$ cat config.mk
export PLATFORM = sky130hd
export DESIGN_NAME = oscsel_top
export DESIGN_NICKNAME = d
export VERILOG_FILES = /design/src/verilog/oscsel_pkg.sv /design/src/verilog/oscsel_top.sv
export SDC_FILE = /design/constraint.sdc
export NUM_CORES = 1
export LEC_CHECK = 0
export BUFFER_PORTS_ARGS = -buffer_cell sky130_fd_sc_hd__buf_2
export CORE_MARGIN = 5
export CORE_UTILIZATION = 50
export CTS_CLUSTER_DIAMETER = 100
export DETAILED_ROUTE_END_ITERATION = 8
export PLACE_DENSITY = 0.79
export SYNTH_ARGS = -nofsm -noshare
export SYNTH_HDL_FRONTEND = slang
export SYNTH_SLANG_ARGS = --single-unit
$ cat constraint.sdc
create_clock -name sys_clk_i -period 2.1 [get_ports sys_clk_i]
set_clock_uncertainty 0.05 [all_clocks]
set_input_delay 0.105 -clock sys_clk_i [delete_from_list [all_inputs] [get_ports sys_clk_i]]
set_output_delay 0.105 -clock sys_clk_i [all_outputs]
set_load 0.05 [all_outputs]
$ cat src/verilog/oscsel_pkg.sv
// oscillator source select: shared constants, register map, mode types
// assumes a single 40 MHz system clock and a simple strobe register port
package oscsel_pkg;
  // system clock
  localparam int CLK_PERIOD_NS = 25;
  // register map (word addresses on the plain port)
  localparam logic [3:0] ADDR_CONFIG = 4'h0; // latched configuration word
  localparam logic [3:0] ADDR_CONTROL = 4'h1; // sleep request, status
  localparam logic [3:0] ADDR_IRQ_STAT = 4'h2; // sticky events, clear on read
  localparam logic [3:0] ADDR_IRQ_MASK = 4'h3;
  // configuration word fields
  localparam int CFG_W = 24;
  localparam int POS_PMODE = 0; // primary osc mode, 2 bits
  localparam int POS_CLOCK_OUTPUT = 2; // pin two clock output enable
  localparam int POS_RANGE = 5; // internal rc range
  localparam int POS_SWMON = 6; // switch and monitor select, 2 bits
  localparam int POS_GROUP = 8; // initial source group, 2 bits
  localparam logic [CFG_W-1:0] CFG_RESET = 24'h0000C3;
  // control/status fields
  localparam int POS_SLEEP = 0;
  localparam int POS_LOCK = 1;
  localparam int POS_READY = 2;
  localparam int POS_SWDIS = 3;
  localparam int POS_NOFAST = 4;
  localparam int POS_MODE = 8; // 3 bits
  // interrupt event bits
  localparam int EV_READY = 0;
  localparam int EV_LOCK_GAIN = 1;
  localparam int EV_LOCK_LOSS = 2;
  localparam int EV_W = 3;
  // group and primary mode codes
  localparam logic [1:0] GRP_RC = 2'h0;
  localparam logic [1:0] GRP_RC_PLL = 2'h1;
  localparam logic [1:0] GRP_PRI = 2'h2;
  localparam logic [1:0] GRP_PRI_PLL = 2'h3;
  localparam logic [1:0] PM_EXT = 2'h0;
  localparam logic [1:0] PM_XTAL = 2'h2;
  // start-up counter and multiplier
  localparam int STARTUP_W = 10;
  localparam logic [STARTUP_W-1:0] STARTUP_LAST = 10'h3FF; // 1024 periods
  localparam int PLL_GAIN = 32;
  typedef enum logic [2:0] {
    OSCSEL_RC, OSCSEL_RC_PLL, OSCSEL_EXT, OSCSEL_XTAL,
    OSCSEL_EXT_PLL, OSCSEL_XTAL_PLL
  } oscsel_mode_t;
  typedef enum logic [1:0] {OSCSEL_ST_CFG, OSCSEL_ST_WAIT, OSCSEL_ST_RUN, OSCSEL_ST_SLEEP}
    oscsel_state_t;
endpackage

$ cat src/verilog/oscsel_top.sv
// oscillator source select: mode decode, start-up counter, pin control
// assumes osc_pin_in_i and pll_lock_i are synchronous to sys_clk_i
//
// The strobed register port and the placing of the registers are this design's own decisions.
`timescale 1ns/1ps
module oscsel_top
(
  input wire logic sys_clk_i,
  input wire logic nrst_i,
  input wire logic [oscsel_pkg::CFG_W-1:0] nv_config_i,
  input wire logic nv_valid_i,
  input wire logic osc_pin_in_i,
  input wire logic pll_lock_i,
  input wire logic [3:0] addr_i,
  input wire logic [31:0] wdata_i,
  input wire logic wr_i,
  input wire logic rd_i,
  output logic [31:0] rdata_o,
  output logic clk_release_o,
  output logic [2:0] mode_o,
  output logic pll_en_o,
  output logic fast_periph_ok_o,
  output logic osc_pin_out_o,
  output logic osc_pin_out_oe_n_o,
  output logic feedback_en_o,
  output logic irq_o
);
  import oscsel_pkg::*;

  logic [CFG_W-1:0] cfg_reg;
  oscsel_state_t state_reg;
  logic [STARTUP_W-1:0] cnt_reg;
  logic pin_prev_reg;
  logic lock_reg;
  logic sleep_reg;
  logic div2_reg;
  logic [EV_W-1:0] irq_stat_reg;
  logic [EV_W-1:0] irq_mask_reg;
  oscsel_mode_t mode_next;
  logic [1:0] grp;
  logic [1:0] pmode;
  logic osc_edge;
  logic is_pll;
  logic is_ext;
  logic [EV_W-1:0] events;

  // mode decode from group and primary mode
  function automatic oscsel_mode_t decode_mode(input logic [1:0] g, input logic [1:0] p);
    case (g)
      GRP_PRI_PLL: decode_mode = (p == PM_XTAL) ? OSCSEL_XTAL_PLL : OSCSEL_EXT_PLL;
      GRP_RC_PLL: decode_mode = OSCSEL_RC_PLL;
      GRP_PRI: decode_mode = (p == PM_XTAL) ? OSCSEL_XTAL : OSCSEL_EXT;
      default: decode_mode = OSCSEL_RC;
    endcase
  endfunction

  assign grp = cfg_reg[POS_GROUP +: 2];
  assign pmode = cfg_reg[POS_PMODE +: 2];
  assign mode_next = decode_mode(grp, pmode);
  assign is_pll = (mode_next == OSCSEL_RC_PLL) || (mode_next == OSCSEL_EXT_PLL) ||
                  (mode_next == OSCSEL_XTAL_PLL);
  assign is_ext = (mode_next == OSCSEL_EXT) || (mode_next == OSCSEL_EXT_PLL);
  assign osc_edge = osc_pin_in_i & ~pin_prev_reg;

  // configuration latch while the start-up state waits for storage
  always_ff @(posedge sys_clk_i or negedge nrst_i) begin
    if (!nrst_i) begin
      cfg_reg <= CFG_RESET;
    end else if (state_reg == OSCSEL_ST_CFG && nv_valid_i) begin
      cfg_reg <= nv_config_i;
    end
  end

  // oscillator edge tracker for counting periods
  always_ff @(posedge sys_clk_i or negedge nrst_i) begin
    if (!nrst_i) begin
      pin_prev_reg <= 1'b0;
    end else begin
      pin_prev_reg <= osc_pin_in_i;
    end
  end

  // start-up sequencing: config, wait, run, sleep
  always_ff @(posedge sys_clk_i or negedge nrst_i) begin
    if (!nrst_i) begin
      state_reg <= OSCSEL_ST_CFG;
      cnt_reg <= '0;
    end else begin
      case (state_reg)
        OSCSEL_ST_CFG: begin
          cnt_reg <= '0;
          if (nv_valid_i) begin
            state_reg <= OSCSEL_ST_WAIT;
          end
        end
        OSCSEL_ST_WAIT: begin
          if (mode_next != OSCSEL_XTAL && mode_next != OSCSEL_XTAL_PLL) begin
            state_reg <= OSCSEL_ST_RUN;
          end else if (osc_edge) begin
            if (cnt_reg == STARTUP_LAST) begin
              state_reg <= OSCSEL_ST_RUN;
            end
            cnt_reg <= cnt_reg + 1'b1;
          end
        end
        OSCSEL_ST_RUN: begin
          if (sleep_reg) begin
            state_reg <= OSCSEL_ST_SLEEP;
          end
        end
        OSCSEL_ST_SLEEP: begin
          cnt_reg <= '0;
          if (!sleep_reg) begin
            state_reg <= OSCSEL_ST_WAIT;
          end
        end
        default: state_reg <= OSCSEL_ST_CFG;
      endcase
    end
  end

  // lock mirror, only meaningful with the x32 multiplier on
  always_ff @(posedge sys_clk_i or negedge nrst_i) begin
    if (!nrst_i) begin
      lock_reg <= 1'b0;
    end else begin
      lock_reg <= pll_lock_i & is_pll & (state_reg != OSCSEL_ST_CFG);
    end
  end

  // clock output divider for pin two
  always_ff @(posedge sys_clk_i or negedge nrst_i) begin
    if (!nrst_i) begin
      div2_reg <= 1'b0;
    end else if (state_reg == OSCSEL_ST_RUN) begin
      div2_reg <= ~div2_reg;
    end else begin
      div2_reg <= 1'b0;
    end
  end

  // registered outputs
  always_ff @(posedge sys_clk_i or negedge nrst_i) begin
    if (!nrst_i) begin
      clk_release_o <= 1'b0;
      mode_o <= 3'h0;
      pll_en_o <= 1'b0;
      fast_periph_ok_o <= 1'b0;
      osc_pin_out_o <= 1'b0;
      osc_pin_out_oe_n_o <= 1'b1;
      feedback_en_o <= 1'b0;
    end else begin
      clk_release_o <= (state_reg == OSCSEL_ST_RUN);
      mode_o <= mode_next;
      pll_en_o <= is_pll & (state_reg != OSCSEL_ST_CFG); // gain fixed x32
      fast_periph_ok_o <= is_pll & lock_reg;
      osc_pin_out_o <= div2_reg;
      // pin two drives clock only when selected, crystal modes use it for the crystal
      osc_pin_out_oe_n_o <= ~(cfg_reg[POS_CLOCK_OUTPUT] && state_reg == OSCSEL_ST_RUN &&
                              (mode_next != OSCSEL_XTAL) &&
                              (mode_next != OSCSEL_XTAL_PLL));
      // feedback only for crystal; off in external clock modes
      feedback_en_o <= ~is_ext && (pmode == PM_XTAL) && (grp[1] == 1'b1) &&
                       (state_reg != OSCSEL_ST_SLEEP);
    end
  end

  // software sleep request
  always_ff @(posedge sys_clk_i or negedge nrst_i) begin
    if (!nrst_i) begin
      sleep_reg <= 1'b0;
    end else if (wr_i && addr_i == ADDR_CONTROL) begin
      sleep_reg <= wdata_i[POS_SLEEP];
    end
  end

  // interrupt events: release, lock gain, lock loss
  assign events[EV_READY] = (state_reg == OSCSEL_ST_WAIT) &&
                            ((mode_next != OSCSEL_XTAL && mode_next != OSCSEL_XTAL_PLL) ||
                             (osc_edge && cnt_reg == STARTUP_LAST));
  assign events[EV_LOCK_GAIN] = pll_lock_i & is_pll & (state_reg != OSCSEL_ST_CFG) & ~lock_reg;
  assign events[EV_LOCK_LOSS] = ~(pll_lock_i & is_pll & (state_reg != OSCSEL_ST_CFG)) & lock_reg;

  // sticky status, cleared by read, set wins over clear
  always_ff @(posedge sys_clk_i or negedge nrst_i) begin
    if (!nrst_i) begin
      irq_stat_reg <= '0;
    end else if (rd_i && addr_i == ADDR_IRQ_STAT) begin
      irq_stat_reg <= events;
    end else begin
      irq_stat_reg <= irq_stat_reg | events;
    end
  end

  // interrupt mask
  always_ff @(posedge sys_clk_i or negedge nrst_i) begin
    if (!nrst_i) begin
      irq_mask_reg <= '0;
    end else if (wr_i && addr_i == ADDR_IRQ_MASK) begin
      irq_mask_reg <= wdata_i[EV_W-1:0];
    end
  end

  // interrupt output, registered
  always_ff @(posedge sys_clk_i or negedge nrst_i) begin
    if (!nrst_i) begin
      irq_o <= 1'b0;
    end else begin
      irq_o <= |(((irq_stat_reg | events) & ~((rd_i && addr_i == ADDR_IRQ_STAT) ?
               irq_stat_reg & ~events : '0)) & irq_mask_reg);
    end
  end

  // read data, one cycle after the strobe, zero otherwise
  always_ff @(posedge sys_clk_i or negedge nrst_i) begin
    if (!nrst_i) begin
      rdata_o <= 32'h00000000;
    end else if (rd_i) begin
      case (addr_i)
        ADDR_CONFIG: rdata_o <= {8'h00, cfg_reg}; // writes ignored
        ADDR_CONTROL: rdata_o <= {21'h0, mode_next, 3'h0,
                                  ~fast_periph_ok_o,
                                  cfg_reg[POS_SWMON + 1], // switching disabled
                                  clk_release_o, lock_reg, sleep_reg};
        ADDR_IRQ_STAT: rdata_o <= {29'h0, irq_stat_reg};
        ADDR_IRQ_MASK: rdata_o <= {29'h0, irq_mask_reg};
        default: rdata_o <= 32'h00000000;
      endcase
    end else begin
      rdata_o <= 32'h00000000;
    end
  end
endmodule

==> run metrics <==
drt first pass iters 4; worst slew pin tran around 700 ps; slowest CP cell or4_1; Detail Placement HPWL ~4600 um; reg-to-reg endpoint cnt_reg[5]; Via Count 2299; DR WL/cell 15.2 um; Synth Register Bits 80; worst hold endpoint lock_reg; Clock Path Buffers 2; Critical Path Source Type flip-flop; total clock sinks 80; Max Slew Vio Count 0; Netlist cell types 48; area of the mapped netlist 0.00334 sq mm; max-cap violations 0; gr ovfl total 0; I/O Pins around 110; Worst-path clk slew around 80 ps; status finished clean; worst slack, placed ~64 ps; number of enable flip-flop cells after synthesis 0; WP buf/inv 1; slowest stage delay, CP 490 ps; crit path DAT 2230 ps; origin of the critical flop-to-flop path state_reg[0]; share of post-route cells with drive strength above 1 0.369; Final Cycle Share 0.962; Final Critical Period approximately 2000 ps; n_diodes 0; initial core utilization 0.520; CTS H-Tree Depth 3; Clock Latency Late Sink 350 ps; CP required 2310 ps; core footprint 0.00642 sq mm; final setup vio count 0; register area share after synthesis 0.601; WHS around 66 ps; final instance area between 0.004 and 0.005 sq mm; slack of the critical path between 80 and 90 ps; vias in the first global route 2410; FILL cells 475; Crit. End Element flip-flop; Crit path max-delay family simple AND/OR/NAND/NOR gates; CTS buffer count 9; Crit. path cell count 6; initial DRC count 83; total power per unit cell area ~1200 mW/mm^2; Async S/R FF share, synth 1.00; crit-path max FO 17; leak pwr 2.15 nW; Peak VDD IR 0.531 mV; final hold viol count 0; crit-path cells inv_1 > ha_1 > nor3b_2 > a21oi_4 > or4_1 > a21boi_0; CTS tree yes; Vias/cell ~5.1; path type of the worst setup path reg -> reg; GPL Wtd Cong between 0.7 and 0.8; Die W slightly above 90 um; die height ~92 um; pin count of the biggest net entering global routing 57; fin nets 445; Post-route DRC 0; number of routed nets with antenna violations 0; Mean Syn Cell Area around 13 sq um; GRT Total Usage 0.175; Slew HR 0.539; Placed Area between 0.003 and 0.004 sq mm; R2R cell count 6; row count 29; Root Buffer clkbuf_8; dominant synthesized flop cell dfrtp_1; port bufs 71; worst reg-to-reg setup slack between 80 and 90 ps; Layout area overhead 29.1%; cell depth of the worst hold path 3; Worst Hold Launch pll_lock_i; fmax 0.495 GHz; min-delay worst type in -> reg; first-pass GRT wire length ~12000 um; Synth Instances around 260; initial antenna violation count 0; Synth warnings 0; DIE AREA approximately 0.0084 sq mm; WL final between 6000 and 7000 um
[through the flow]
stage	power [mW]	std cells	util	TNS [ps]
after floorplan	3.47	265	-	0
after detailed placement	3.91	405	0.586	0
after global routing	5.57	454	0.671	-20.1
after CTS	5.17	450	0.664	0
after global placement	3.82	405	0.586	0
final	5.24	454	0.671	0
[tightest hold or removal path, stage by stage]
cell and delay [ps]:
buf_2 80, nand3b_1 150, inv_1 100
[power by group]
| part | internal (mW) | leakage, nW | switching (mW) |
|---|---|---|---|
| Sequential | 2.00 | 1.02 | 0.252 |
| Combinational | 0.757 | 1.03 | 1.03 |
| Clock | 0.670 | 0.104 | 0.532 |
[layout make-up]
class / count / area, sq um / share of cell area
timing repair buffer: 110 / 723 / 0.168
tap: 77 / 96.3 / 0.0224
sequential: 80 / 2010 / 0.466
clock inverter: 5 / 81.3 / 0.0189
multi-input combinational: 162 / 1240 / 0.287
inverter: 9 / 33.8 / 0.00784
clock buffer: 11 / 131 / 0.0305
[routing by layer]
metal / share of wire / wire length [um] / track usage
met1: 0.41 / 2850 / 0.220
met2: 0.52 / 3580 / 0.292
met3: 0.051 / 348 / 0.0466
met4: 0.016 / 110 / 0.0668
met5: 0 / 0 / 0
[cell usage in the layout, fill, tap and decap left out, drive strengths merged, types with 6 or more instances in the layout]
cell | netlist | routed
dfrtp | 75 | 75
buf | 13 | 81
dlygate4sd3 | 0 | 29
o21ai | 8 | 8
conb | 1 | 8
clkbuf | 1 | 11
inv | 9 | 9
mux2 | 28 | 28
nand2 | 18 | 18
ha | 6 | 6
nor2 | 12 | 12
or4 | 6 | 6
and2 | 19 | 19
[timing repair]
action,in CTS,in global routing
endpoints found under the setup margin,0,10
resized for setup,0,3
hold endpoints to repair,78,0
setup buffers,0,4
hold buffers,29,0
[worst max-delay path by stage]
stage | from | slack, ps | to
floorplan | state_reg[0] | 290 | cnt_reg[8]
global placement | state_reg[0] | 170 | cnt_reg[5]
detailed placement | state_reg[0] | 60 | cnt_reg[5]
CTS | state_reg[0] | 10 | cnt_reg[5]
global route | state_reg[0] | -10 | cnt_reg[5]
finish | state_reg[0] | 80 | cnt_reg[5]
[kinds of logic (layout without fill, tap and decap cells)]
family,Yosys count,count (layout),share of synthesized area
fa+ha+maj,6,6,0.0225
buf+inv,23,135,0.0408
other cells,1,8,0.00112
compound gates,27,27,0.0562
simple gates,85,85,0.148
mux,36,36,0.130
flops,80,80,0.601
[cells in the mapped netlist, types with 2 or more instances]
cell	n	area, sq um
a21boi_0	3	22.5
or3b_1	2	17.5
nand3_1	3	15.0
nand2_1	18	67.6
and2b_1	3	22.5
or4_1	6	45.0
a21oi_1	2	10.0
or3_1	2	12.5
mux2_2	28	315
o21ai_0	7	35.0
a22o_1	2	17.5
and3_1	2	12.5
and2_1	19	119
dfstp_2	5	131
inv_1	9	33.8
mux4_2	3	67.6
o31ai_1	3	22.5
ha_1	6	75.1
nor2b_1	3	18.8
buf_4	9	67.6
nand3b_1	3	22.5
o211ai_1	4	30.0
nor2_1	11	41.3
nand4_1	2	12.5
buf_6	2	22.5
dfrtp_1	75	1880
mux2i_1	5	50.1
(Power assumes the default switching activity.)
